File: src/common/lss_pkg.sv
// Shared constants and types for the layer setting commissioning handler
package lss_pkg;
  // Frame identifiers
  localparam logic [10:0] ID_SLAVE_RX = 11'h7e5; // Requests arrive here
  localparam logic [10:0] ID_MASTER_TX = 11'h7e4; // Responses leave here
  localparam logic [3:0] FRAME_LEN = 4'h8; // Every frame carries eight bytes
  // Command specifiers
  localparam logic [7:0] CS_SWITCH_GLOBAL = 8'h04;
  localparam logic [7:0] CS_SEL_VENDOR = 8'h40;
  localparam logic [7:0] CS_SEL_PRODUCT = 8'h41;
  localparam logic [7:0] CS_SEL_REVISION = 8'h42;
  localparam logic [7:0] CS_SEL_SERIAL = 8'h43;
  localparam logic [7:0] CS_SEL_RESPONSE = 8'h44;
  localparam logic [7:0] CS_SET_NODE = 8'h11;
  localparam logic [7:0] CS_SET_RATE = 8'h13;
  localparam logic [7:0] CS_STORE = 8'h17;
  // Switch mode argument values
  localparam logic [7:0] SW_ARG_OPER = 8'h00;
  localparam logic [7:0] SW_ARG_CONF = 8'h01;
  // Answer codes
  localparam logic [7:0] ERR_OK = 8'h00;
  localparam logic [7:0] ERR_RANGE = 8'h01;
  // Node identifier and bit-rate limits and defaults
  localparam logic [6:0] NODE_DEFAULT = 7'h41;
  localparam logic [6:0] NODE_MIN = 7'h01;
  localparam logic [6:0] NODE_MAX = 7'h7f;
  localparam logic [3:0] RATE_DEFAULT = 4'h0; // Index 0 is 1000 kbps
  localparam logic [3:0] RATE_MAX = 4'h8; // Index 8 is 10 kbps
  localparam logic [7:0] RATE_TABLE_SEL = 8'h00; // Only the standard table
  // Bit rate in kbps for each table index
  localparam logic [15:0] RATE_KBPS [0:8] = '{16'h03e8, 16'h0320, 16'h01f4,
    16'h00fa, 16'h007d, 16'h0064, 16'h0032, 16'h0014, 16'h000a};

  // One CAN data frame, byte 0 first
  typedef struct packed {
    logic [10:0] id;
    logic [3:0] dlc;
    logic [7:0][7:0] data; // data[0] is the first byte
  } can_frame_t;

  // A configuration as held in non-volatile storage
  typedef struct packed {
    logic [6:0] node_id;
    logic [3:0] rate_idx;
  } nv_cfg_t;

  // Operating or configuration mode
  typedef enum logic [1:0] {
    MODE_OPER = 2'b00,
    MODE_CONF = 2'b01
  } lss_mode_t;
endpackage : lss_pkg

File: src/logic/lss_rx_filter.sv
// Request filter: passes only eight-byte frames on the slave identifier
`timescale 1ns/1ns
module lss_rx_filter
  import lss_pkg::*;
(
  input wire logic rx_valid_i, // Frame present this cycle
  input can_frame_t rx_frame_i, // Received frame
  output logic req_valid_o, // Accepted request
  output logic [7:0] req_cs_o, // Command specifier
  output logic [31:0] req_word_o // Bytes 1 to 4, byte 1 least significant
);
  // Identifier and length check
  wire id_hit = (rx_frame_i.id == ID_SLAVE_RX);
  wire len_hit = (rx_frame_i.dlc == FRAME_LEN);

  assign req_valid_o = rx_valid_i & id_hit & len_hit;
  assign req_cs_o = rx_frame_i.data[0];
  assign req_word_o = {rx_frame_i.data[4], rx_frame_i.data[3],
                       rx_frame_i.data[2], rx_frame_i.data[1]};
endmodule : lss_rx_filter

File: src/logic/lss_sig_match.sv
// Four-part selective signature matcher
`timescale 1ns/1ns
module lss_sig_match
  import lss_pkg::*;
(
  input wire logic clk_i, // System clock
  input wire logic rst_i, // Synchronous reset, active high
  input wire logic en_i, // Matching allowed (operational mode)
  input wire logic req_valid_i, // Accepted request
  input wire logic [7:0] req_cs_i, // Command specifier
  input wire logic [31:0] req_word_i, // Signature part value
  input wire logic [31:0] vendor_i, // Own vendor identifier
  input wire logic [31:0] product_i, // Own product code
  input wire logic [31:0] revision_i, // Own revision number
  input wire logic [31:0] serial_i, // Own serial number
  output logic hit_o // Whole signature matched, one-cycle pulse
);
  logic [2:0] parts_q; // Parts matched so far, in order
  logic [2:0] parts_d;

  // Decode of each part against its own value
  wire is_v = req_valid_i & en_i & (req_cs_i == CS_SEL_VENDOR);
  wire is_p = req_valid_i & en_i & (req_cs_i == CS_SEL_PRODUCT);
  wire is_r = req_valid_i & en_i & (req_cs_i == CS_SEL_REVISION);
  wire is_s = req_valid_i & en_i & (req_cs_i == CS_SEL_SERIAL);
  wire ok_v = (req_word_i == vendor_i);
  wire ok_p = (req_word_i == product_i) & parts_q[0];
  wire ok_r = (req_word_i == revision_i) & parts_q[1];
  wire ok_s = (req_word_i == serial_i) & parts_q[2];

  // Whole match only after all earlier parts matched
  assign hit_o = is_s & ok_s;

  // Next match progress; a wrong part restarts the sequence
  always_comb
  begin
    parts_d = parts_q;
    if (!en_i)
    begin
      parts_d = 3'h0;
    end
    else if (is_v)
    begin
      parts_d = {2'h0, ok_v};
    end
    else if (is_p)
    begin
      parts_d = {1'h0, ok_p, ok_p};
    end
    else if (is_r)
    begin
      parts_d = ok_r ? 3'h7 : 3'h0;
    end
    else if (is_s)
    begin
      parts_d = 3'h0;
    end
  end

  // Progress register
  always_ff @(posedge clk_i)
  begin
    if (rst_i)
      parts_q <= 3'h0;
    else
      parts_q <= parts_d;
  end
endmodule : lss_sig_match

File: src/logic/lss_commission.sv
// Layer setting commissioning handler: mode control, configuration, responses
`timescale 1ns/1ns
// What this block does
// - Take requests only on identifier 07E5
// - Send every response on identifier 07E4
// - Global switch puts node into configuration
// - Selective switch needs all four signature parts
// - Configuration changes only in configuration mode
// - No answer to global switch command
// - Bit rate is table index 0 to 8
// - Store command 17 saves identifier and rate
// - New node identifier active on operational
// - New bit rate applied only after power cycle
// - Frames are eight bytes, specifier first
// - Factory default node identifier is 41
module lss_commission
  import lss_pkg::*;
#(
  parameter logic [31:0] VENDOR_ID = 32'h00000001, // Arbitrary value
  parameter logic [31:0] PRODUCT_CODE = 32'h00000002, // Arbitrary value
  parameter logic [31:0] REVISION_NUM = 32'h00000003 // Arbitrary value
)
(
  input wire logic clk_i, // System clock, 100 MHz
  input wire logic rst_i, // Synchronous reset, active high (power cycle)
  input wire logic rx_valid_i, // Received frame present
  input can_frame_t rx_frame_i, // Received frame
  output logic rx_ready_o, // Frame taken this cycle
  output logic tx_valid_o, // Response frame waiting
  output can_frame_t tx_frame_o, // Response frame
  input wire logic tx_ready_i, // Controller takes the response
  input wire logic [31:0] serial_i, // Own serial number
  input wire logic nv_valid_i, // Stored configuration is present
  input nv_cfg_t nv_cfg_i, // Stored configuration read at start
  output logic nv_wr_o, // Write stored configuration, one pulse
  output nv_cfg_t nv_cfg_o, // Configuration to write
  output logic conf_mode_o, // High in configuration mode
  output logic [6:0] node_id_o, // Node identifier in use
  output logic [3:0] rate_idx_o, // Bit-rate index in use
  output logic [15:0] rate_kbps_o // Bit rate in use, kbps
);
  // Request fields from the filter
  logic req_valid; // Request on the slave identifier
  logic [7:0] req_cs; // Its command specifier
  logic [31:0] req_word; // Its bytes 1 to 4
  logic sel_hit; // Selective signature matched

  // State
  lss_mode_t mode_q; // Operational or configuration mode
  lss_mode_t mode_d;
  logic boot_q; // First cycle after reset, load stored values
  logic [6:0] node_q; // Node identifier in use
  logic [6:0] node_d;
  logic [3:0] rate_q; // Bit rate in use, fixed until power cycle
  logic [6:0] pend_node_q; // Configured node identifier
  logic [6:0] pend_node_d;
  logic [3:0] pend_rate_q; // Configured bit-rate index
  logic [3:0] pend_rate_d;
  logic nv_wr_q; // Store strobe
  nv_cfg_t nv_cfg_q; // Store data
  logic tx_valid_q; // Response pending
  logic tx_valid_d;
  can_frame_t tx_frame_q; // Response frame
  can_frame_t tx_frame_d;

  // Build an eight-byte response on the master identifier
  function automatic can_frame_t make_resp(input logic [7:0] cs,
                                           input logic [7:0] b1,
                                           input logic [7:0] b2);
    can_frame_t f;
    f = '0;
    f.id = ID_MASTER_TX;
    f.dlc = FRAME_LEN;
    f.data[0] = cs;
    f.data[1] = b1;
    f.data[2] = b2;
    return f;
  endfunction : make_resp

  // Identifier and length filter
  lss_rx_filter u_filter (
    .rx_valid_i(rx_valid_i & rx_ready_o),
    .rx_frame_i(rx_frame_i),
    .req_valid_o(req_valid),
    .req_cs_o(req_cs),
    .req_word_o(req_word)
  );

  // Selective signature matcher, active only in operational mode
  lss_sig_match u_sig (
    .clk_i(clk_i),
    .rst_i(rst_i),
    .en_i(mode_q == MODE_OPER),
    .req_valid_i(req_valid),
    .req_cs_i(req_cs),
    .req_word_i(req_word),
    .vendor_i(VENDOR_ID),
    .product_i(PRODUCT_CODE),
    .revision_i(REVISION_NUM),
    .serial_i(serial_i),
    .hit_o(sel_hit)
  );

  // Frames are taken while no response waits and not during the boot load
  assign rx_ready_o = ~tx_valid_q & ~boot_q;

  // Command decode
  wire in_conf = (mode_q == MODE_CONF);
  // Switch argument sits in byte 1 of the request
  wire cmd_global = req_valid & (req_cs == CS_SWITCH_GLOBAL);
  wire glob_conf = cmd_global & (req_word[7:0] == SW_ARG_CONF);
  wire glob_oper = cmd_global & (req_word[7:0] == SW_ARG_OPER);
  // Set and store only count in configuration mode
  wire cmd_node = req_valid & in_conf & (req_cs == CS_SET_NODE);
  wire cmd_rate = req_valid & in_conf & (req_cs == CS_SET_RATE);
  wire cmd_store = req_valid & in_conf & (req_cs == CS_STORE);
  // Range checks on the new values
  wire [6:0] new_node = req_word[6:0];
  wire node_ok = (req_word[7:0] <= {1'h0, NODE_MAX})
                 & (new_node >= NODE_MIN);
  wire [7:0] new_sel = req_word[7:0];
  wire [7:0] new_rate = req_word[15:8];
  wire rate_ok = (new_sel == RATE_TABLE_SEL)
                 & (new_rate <= {4'h0, RATE_MAX});

  // Mode transitions
  always_comb
  begin
    mode_d = mode_q;
    case (mode_q)
      MODE_OPER:
      begin
        // Enter configuration by global switch or signature match
        if (glob_conf || sel_hit)
          mode_d = MODE_CONF;
      end
      MODE_CONF:
      begin
        // Leave configuration only by the global switch back
        if (glob_oper)
          mode_d = MODE_OPER;
      end
      default:
      begin
        mode_d = MODE_OPER;
      end
    endcase
  end

  // Configuration values and the identifier in use
  always_comb
  begin
    pend_node_d = pend_node_q;
    pend_rate_d = pend_rate_q;
    node_d = node_q;
    if (cmd_node && node_ok)
    begin
      pend_node_d = new_node;
    end
    if (cmd_rate && rate_ok)
    begin
      pend_rate_d = new_rate[3:0];
    end
    if (in_conf && glob_oper)
    begin
      // The new identifier takes effect at once
      node_d = pend_node_q;
    end
  end

  // Response builder; global switch gets none either way
  always_comb
  begin
    tx_valid_d = tx_valid_q & ~tx_ready_i;
    tx_frame_d = tx_frame_q;
    if (sel_hit)
    begin
      // Acknowledge the completed signature
      tx_valid_d = 1'h1;
      tx_frame_d = make_resp(CS_SEL_RESPONSE, 8'h00, 8'h00);
    end
    else if (cmd_node)
    begin
      // Answer with success or out of range
      tx_valid_d = 1'h1;
      tx_frame_d = make_resp(CS_SET_NODE, node_ok ? ERR_OK : ERR_RANGE, 8'h00);
    end
    else if (cmd_rate)
    begin
      // Answer with success or unsupported index
      tx_valid_d = 1'h1;
      tx_frame_d = make_resp(CS_SET_RATE, rate_ok ? ERR_OK : ERR_RANGE, 8'h00);
    end
    else if (cmd_store)
    begin
      // Storage write is accepted without error
      tx_valid_d = 1'h1;
      tx_frame_d = make_resp(CS_STORE, ERR_OK, 8'h00);
    end
  end

  // Mode and boot flag
  always_ff @(posedge clk_i)
  begin
    if (rst_i)
    begin
      mode_q <= MODE_OPER;
      boot_q <= 1'h1;
    end
    else
    begin
      mode_q <= mode_d;
      boot_q <= 1'h0;
    end
  end

  // Identifier and rate in use; loaded once after reset release
  always_ff @(posedge clk_i)
  begin
    if (rst_i)
    begin
      node_q <= NODE_DEFAULT;
      rate_q <= RATE_DEFAULT;
    end
    else if (boot_q)
    begin
      // Stored values if present, otherwise factory defaults
      node_q <= nv_valid_i ? nv_cfg_i.node_id : NODE_DEFAULT;
      rate_q <= nv_valid_i ? nv_cfg_i.rate_idx : RATE_DEFAULT;
    end
    else
    begin
      node_q <= node_d;
    end
  end

  // Configured values, seeded from the values in use at boot
  always_ff @(posedge clk_i)
  begin
    if (rst_i)
    begin
      pend_node_q <= NODE_DEFAULT;
      pend_rate_q <= RATE_DEFAULT;
    end
    else if (boot_q)
    begin
      pend_node_q <= nv_valid_i ? nv_cfg_i.node_id : NODE_DEFAULT;
      pend_rate_q <= nv_valid_i ? nv_cfg_i.rate_idx : RATE_DEFAULT;
    end
    else
    begin
      pend_node_q <= pend_node_d;
      pend_rate_q <= pend_rate_d;
    end
  end

  // Storage write strobe with the configured values
  always_ff @(posedge clk_i)
  begin
    if (rst_i)
    begin
      nv_wr_q <= 1'h0;
      nv_cfg_q <= '0;
    end
    else
    begin
      nv_wr_q <= cmd_store;
      if (cmd_store)
        nv_cfg_q <= '{node_id: pend_node_q, rate_idx: pend_rate_q};
    end
  end

  // Response holding register
  always_ff @(posedge clk_i)
  begin
    if (rst_i)
    begin
      tx_valid_q <= 1'h0;
      tx_frame_q <= '0;
    end
    else
    begin
      tx_valid_q <= tx_valid_d;
      tx_frame_q <= tx_frame_d;
    end
  end

  // Outputs
  assign tx_valid_o = tx_valid_q;
  assign tx_frame_o = tx_frame_q;
  assign nv_wr_o = nv_wr_q;
  assign nv_cfg_o = nv_cfg_q;
  assign conf_mode_o = in_conf;
  assign node_id_o = node_q;
  assign rate_idx_o = rate_q;
  assign rate_kbps_o = RATE_KBPS[rate_q];
endmodule : lss_commission

File: config.mk
export PLATFORM = sky130hd
export DESIGN_NAME = lss_commission
export DESIGN_NICKNAME = d
export VERILOG_FILES = /design/src/common/lss_pkg.sv /design/src/logic/lss_rx_filter.sv /design/src/logic/lss_sig_match.sv /design/src/logic/lss_commission.sv
export SDC_FILE = /design/constraint.sdc
export NUM_CORES = 1
export LEC_CHECK = 0
export ABC_AREA = 1
export BUFFER_PORTS_ARGS = -buffer_cell sky130_fd_sc_hd__buf_4
export CORE_ASPECT_RATIO = 0.5
export CORE_UTILIZATION = 48
export DETAILED_ROUTE_END_ITERATION = 6
export GPL_ROUTABILITY_DRIVEN = 0
export PLACE_DENSITY = 0.89
export SLEW_MARGIN = 20
export SYNTH_ARGS = -nofsm -noshare
export SYNTH_HDL_FRONTEND = slang
export SYNTH_SLANG_ARGS = --single-unit
export TNS_END_PERCENT = 10
File: constraint.sdc
create_clock -name clk_i -period 3 [get_ports clk_i]
set_input_delay 0.6 -clock clk_i [delete_from_list [all_inputs] [get_ports clk_i]]
set_output_delay 0.6 -clock clk_i [all_outputs]
set_load 0.01 [all_outputs]
Word level (Yosys, flattened, before mapping)
Memories as Yosys holds them, arrays and structs flattened. Index checks and enable logic that the tools add are counted.

Register bits after elaboration: 62. Bits in latches: 0. Bits in writable memories: 0. ROM bits: 256. Input bits: 127. Memories kept: 1.

Memory list: (no name shown) (words 16, bits a word 16, read ports 1, clocked after memory_dff 0, write ports 0, RTL line lss_commission.sv:296) `assign rate_kbps_o = RATE_KBPS[rate_q];`.

Add/subtract/negate cells: 0. $mul: 0. Div/mod/pow operators: 0. $lt $le $gt $ge: 4. Equal/unequal tests: 18. Shifts and indexed selects: 0. Muxes and demuxes: 29. Bitwise gates (word level): 28. Reductions and logical operators: 21.

Operator list (count): $mux 79 (4); $eq 32x2->1 const B (2); $mux 7 (5); $eq 32x1->1 const B (1); $eq 32x32->1 (1); $eq 8x7->1 const B (4); $mux 16 (2); $eq 8x5->1 const B (3); $and 1x1->1 (23); $mux 4 (3); $eq 11x11->1 const B (1); $reduce_bool 2->1 (5); $mux 3 (3); $eq 8x1->1 const B (1); $eq 8x3->1 const B (1); $le 8x4->1 const B (1); $le 8x7->1 const B (1); $logic_not 8->1 (1); $mux 1 (8); $reduce_bool 4->1 (2); $ge 7x1->1 const B (1); $mux 2 (3); $reduce_bool 3->1 (2); $reduce_or 3->1 (2); other kinds (14) (20).

Longest topological paths before layout
Word-level depth: 11. Gate-level depth with buffers: 12. Gate-level depth less buffers: 12.

Hierarchy
A second synthesis with hierarchy kept.

Cell total of the unflattened synthesis: 998. Area, all modules: 5557.8 um^2.

By module, submodules not included: lss_commission (times used 1, cells an instance 410, area an instance 2855.2 um^2, sequential area each 860.8 um^2); lss_sig_match (times used 1, cells an instance 527, area an instance 2323.5 um^2, sequential area each 60.1 um^2); lss_rx_filter (times used 1, cells an instance 61, area an instance 379.1 um^2, sequential area each 0.0 um^2).

Worst setup path after synthesis
No wires, ideal clock.

Kind: input to register. From: input rx_frame_i[66] (netlist bit). To: register nv_cfg_q (netlist bit nv_cfg_o[3]). Library setup time: 142 ps. Arrival: 1601 ps. Setup slack: 1257 ps. Stages on the path: 9. Path buffers: 1. Cell sequence: inv_1 -> nand2_1 -> nor2_1 -> nand3_2 -> nor3_4 -> nand2_4 -> buf_6 -> nor2_1 -> a211oi_2.

Word-level cells in the longest chain between the ends: 4.

Ends and longest elaborated chain: start, declared (RTL line lss_commission.sv:27) `input can_frame_t rx_frame_i,`; $eq 4x4->1 (RTL line lss_rx_filter.sv:14) `wire len_hit = (rx_frame_i.dlc == FRAME_LEN);`; $and 1x1->1 (RTL line lss_rx_filter.sv:16) `assign req_valid_o = rx_valid_i & id_hit & len_hit;`; $and 1x1->1 (2 in a row) (RTL line lss_commission.sv:116) `wire cmd_store = req_valid & in_conf & (req_cs == CS_STORE);`; end signal, assigned (RTL line lss_commission.sv:269) `nv_cfg_q <= '{node_id: pend_node_q, rate_idx: pend_rate_q};`; end, declared (RTL line lss_commission.sv:60) `nv_cfg_t nv_cfg_q;`.

No other way between the ends. A chain may end at the register's enable or synchronous reset.

Final worst setup path
From: register rate_q[1], in the netlist rate_idx_o[1]. To: output rate_kbps_o[3].

Word-level cells in the longest chain between the ends: 4.

Ends and longest elaborated chain: start, declared (RTL line lss_commission.sv:54) `logic [3:0] rate_q;`; start signal, assigned (RTL line lss_commission.sv:229) `rate_q <= nv_valid_i ? nv_cfg_i.rate_idx : RATE_DEFAULT;`; $not 4->5 (not written as such) (RTL line lss_commission.sv:296); $mem_v2 16x16; $mux 16 (not written as such) (2 in a row) (RTL line lss_commission.sv:296); end, declared (RTL line lss_commission.sv:40) `output logic [15:0] rate_kbps_o`.

No other way between the ends. The select of a mux whose other input is x is not followed.

==> run_results.csv <==
group,metric,value,unit
critical_path,worst_setup_path_end_kind,"primary output",
placed_design,io_buffers,152,
clock_network,cts_tree,"built",
synthesis,synthXorXnorAreaFrac,1.084,%
grt,grt_pass1_wl,17270,µm
critical_path,path_delay_family,"flip-flops",
grt,grt_max_degree,33,
clock_network,cts_sinks,46,
synthesis,seq_area_frac_synth,22.79,%
routing,vias,4456,
grt,first_global_vias,3843,
critical_path,worstPathCellList,"inv_1, ha_1, a22oi_1, buf_4",
clock_network,worstSkewPairLatency,290,ps
sta,setup_viol_count_final,0,
finish,stdcell_area,0.005086,mm²
die,fp.dieH,66.88,µm
sta,hold_viol,0,
routing,drcViolationCount,0,
sta,slew_headroom,47.27,%
synthesis,synth.area.top_cells,"dfxtp_1 (23%), nand2_1 (16%), buf_4 (15%)",
synthesis,synth_edf_count,0,
critical_path,crit_fanout,8,
critical_path,cp-start-kind,"flip-flop",
synthesis,synthMuxAreaShare,0,%
sta,min_period_over_period,72.11,%
critical_path,cp_slowest_stage_delay,480,ps
synthesis,synth.top_cell.area_share,22.79,%
min_path,hold_path_class,"flip-flop to flip-flop",
sta,tns,0,ps
clock_network,cts_setup_buffers,0,
clock_network,clkTransAtPathRegs,70,ps
critical_path,path_class,"flip-flop to primary output",
synthesis,synthMostInstantiatedCell,"nand2_1",
clock_network,cts_root_buf,"clkbuf_16",
die,row_count,23,
critical_path,crit_required,2400,ps
finish,area_growth,25.89,%
sta,final.min_clock_period,2163,ps
routing,drtIter0Drc,359,
synthesis,ys_types,32,
synthesis,synth_top_area_cell,"dfxtp_1",
placed_design,hpwl,9149,µm
clock_network,hold_buffers,0,
synthesis,synthCells,674,
synthesis,yosys_register_bits,46,
placed_design,dpl_cell_area,0.004942,mm²
synthesis,synth_fa_ha_area_share,1.548,%
synthesis,yosysWarnings,0,
clock_network,cts_made_buffers,5,
sta,slew_violations,0,
grt,overflow,0,
routing,ant_nets,0,
routing,drtPass1Iterations,5,
die,fp.dieArea,0.008810,mm²
job,maxCapViolations,0,
routing,post_drt_via_cell_ratio,4.802,
sta,max_freq,462.2,MHz
synthesis,async_flop_share,0,%
die,start_util,49.96,%
synthesis,synth_area,0.004040,mm²
synthesis,syn_area_per_cell,5.994,µm²
finish,drive_above_1_share,23.04,%
critical_path,path_buf_inv,2,
critical_path,cp_slowest_cell,"dfxtp_1",
synthesis,synth_top_family_by_area,"simple AND/OR/NAND/NOR gates",
clock_network,htreeDepth,2,
sta,clock_skew,8.245,ps
die,die_w,131.7,µm
die,core,0.008087,mm²
synthesis,synth_commonest_cells,"nand2_1 (177), inv_1 (107), nor2_1 (98)",
synthesis,synth-compound-area-share,10.13,%
clock_network,cts_buffer_depth,2,
finish,num_antenna_cells,0,
power,max-vdd-ir-drop,0.2806,mV
die,ios,248,
grt,antenna_found_initial,0,
synthesis,synth_simple_gate_area_share,38.25,%
routing,routed_wl,11130,µm
clock_network,cts_resized,0,
grt,grt_use_total,24.57,%
outcome,status,"completed",
power,cellPowerDensity,318.0,mW/mm²
sta,rsz0062_at_grt,"no",
finish,nNetsFinal,947,
sta,max_slew.worst_pin.slew,790.1,ps
synthesis,synth_flop_cell,"dfxtp_1",
power,total_power,1.617,mW
critical_path,worstPathArrival,1560,ps
power,leakagePower,2.805,nW
routing,routedWlPerCell,11.99,µm
[final cells by class]
type                    count  area [µm²]
fillers                   761        3000
repair buffers            152        1141
multi-input cells         500        2327
clock buffers               5       125.1
well taps                 112       140.1
clock inverters             3       18.77
inverters                 110       412.9
flip-flops and latches     46       920.9
[stage by stage]
step	setup WS [ps]	hold slack (ps)	utilization [%]	std cells
finish	836.6	469.0	62.90	928
global route	777.7	482.1	62.90	928
global placement	883.7	451.8	61.12	920
floorplan	1257	441.9	-	744
detailed placement	838.5	454.4	61.12	920
CTS	848.6	466.2	62.90	928
[placed cells by master (no fill, tap or decap)]
| master | count |
|---|---|
| a211oi_2 | 11 |
| a21oi_1 | 24 |
| a22oi_1 | 1 |
| buf_4 | 152 |
| clkbuf_16 | 5 |
| clkinv_1 | 1 |
| clkinv_2 | 2 |
| conb_1 | 71 |
| dfxtp_1 | 46 |
| ha_1 | 5 |
| inv_1 | 107 |
| inv_2 | 2 |
| inv_6 | 1 |
| nand2_1 | 177 |
| nand2_2 | 2 |
| nand2_4 | 2 |
| nand3_1 | 40 |
| nand3_2 | 1 |
| nand3_4 | 1 |
| nand3b_1 | 1 |
| nand3b_4 | 1 |
| nand4_1 | 20 |
| nor2_1 | 98 |
| nor2_2 | 3 |
| nor2_4 | 2 |
| nor3_1 | 4 |
| nor3_4 | 1 |
| nor3b_1 | 1 |
| o21ai_0 | 20 |
| o22ai_1 | 7 |
| or2_2 | 2 |
| xnor2_1 | 5 |
[worst min-delay path: cells and delay by family (launching register included)]
family	cells	cell delay (ps)
flops	1	310
buf+inv	1	60
compound gates	1	60
[worst paths after layout]
check	end	depth (start not counted)	slack, ps	from
min	nv_cfg_o[2]	2	470	nv_cfg_o[2]
max	rate_kbps_o[3]	4	840	rate_idx_o[1]
min reg2reg	nv_cfg_o[2]	2	470	nv_cfg_o[2]
max reg2reg	tx_frame_o[77]	9	1140	boot_q
[layer usage]
metal	routed length (µm)	GRT usage, %	vias to the layer above	part of all wire (%)
met5	0	0	-	0
met4	213	9.302	0	1.9
met3	1012	4.947	25	9.1
met2	5383	43.58	217	48
met1	4521	29.84	1993	41
li1	-	-	2221	-
[registers in the layout, summed over array words and instances (netlist names)]
signal / flops
u_sig.parts_q: 3
nv_wr_o: 1
tx_frame_o: 6
pend_node_q: 7
pend_rate_q: 4
boot_q: 1
mode_q: 1
rate_idx_o: 4
tx_valid_o: 1
nv_cfg_o: 11
node_id_o: 7
[report_power, final]
part,switching (mW),internal (mW)
clock network,0.255,0.310
logic,0.234,0.175
registers,0.0165,0.627
[cell families after synthesis]
logic type | Yosys count
buf+inv | 198
other cells | 1
fa+ha+maj | 5
simple gates | 356
flops | 46
xor+xnor | 5
compound gates | 63
Power figures use the tool's default switching activity.
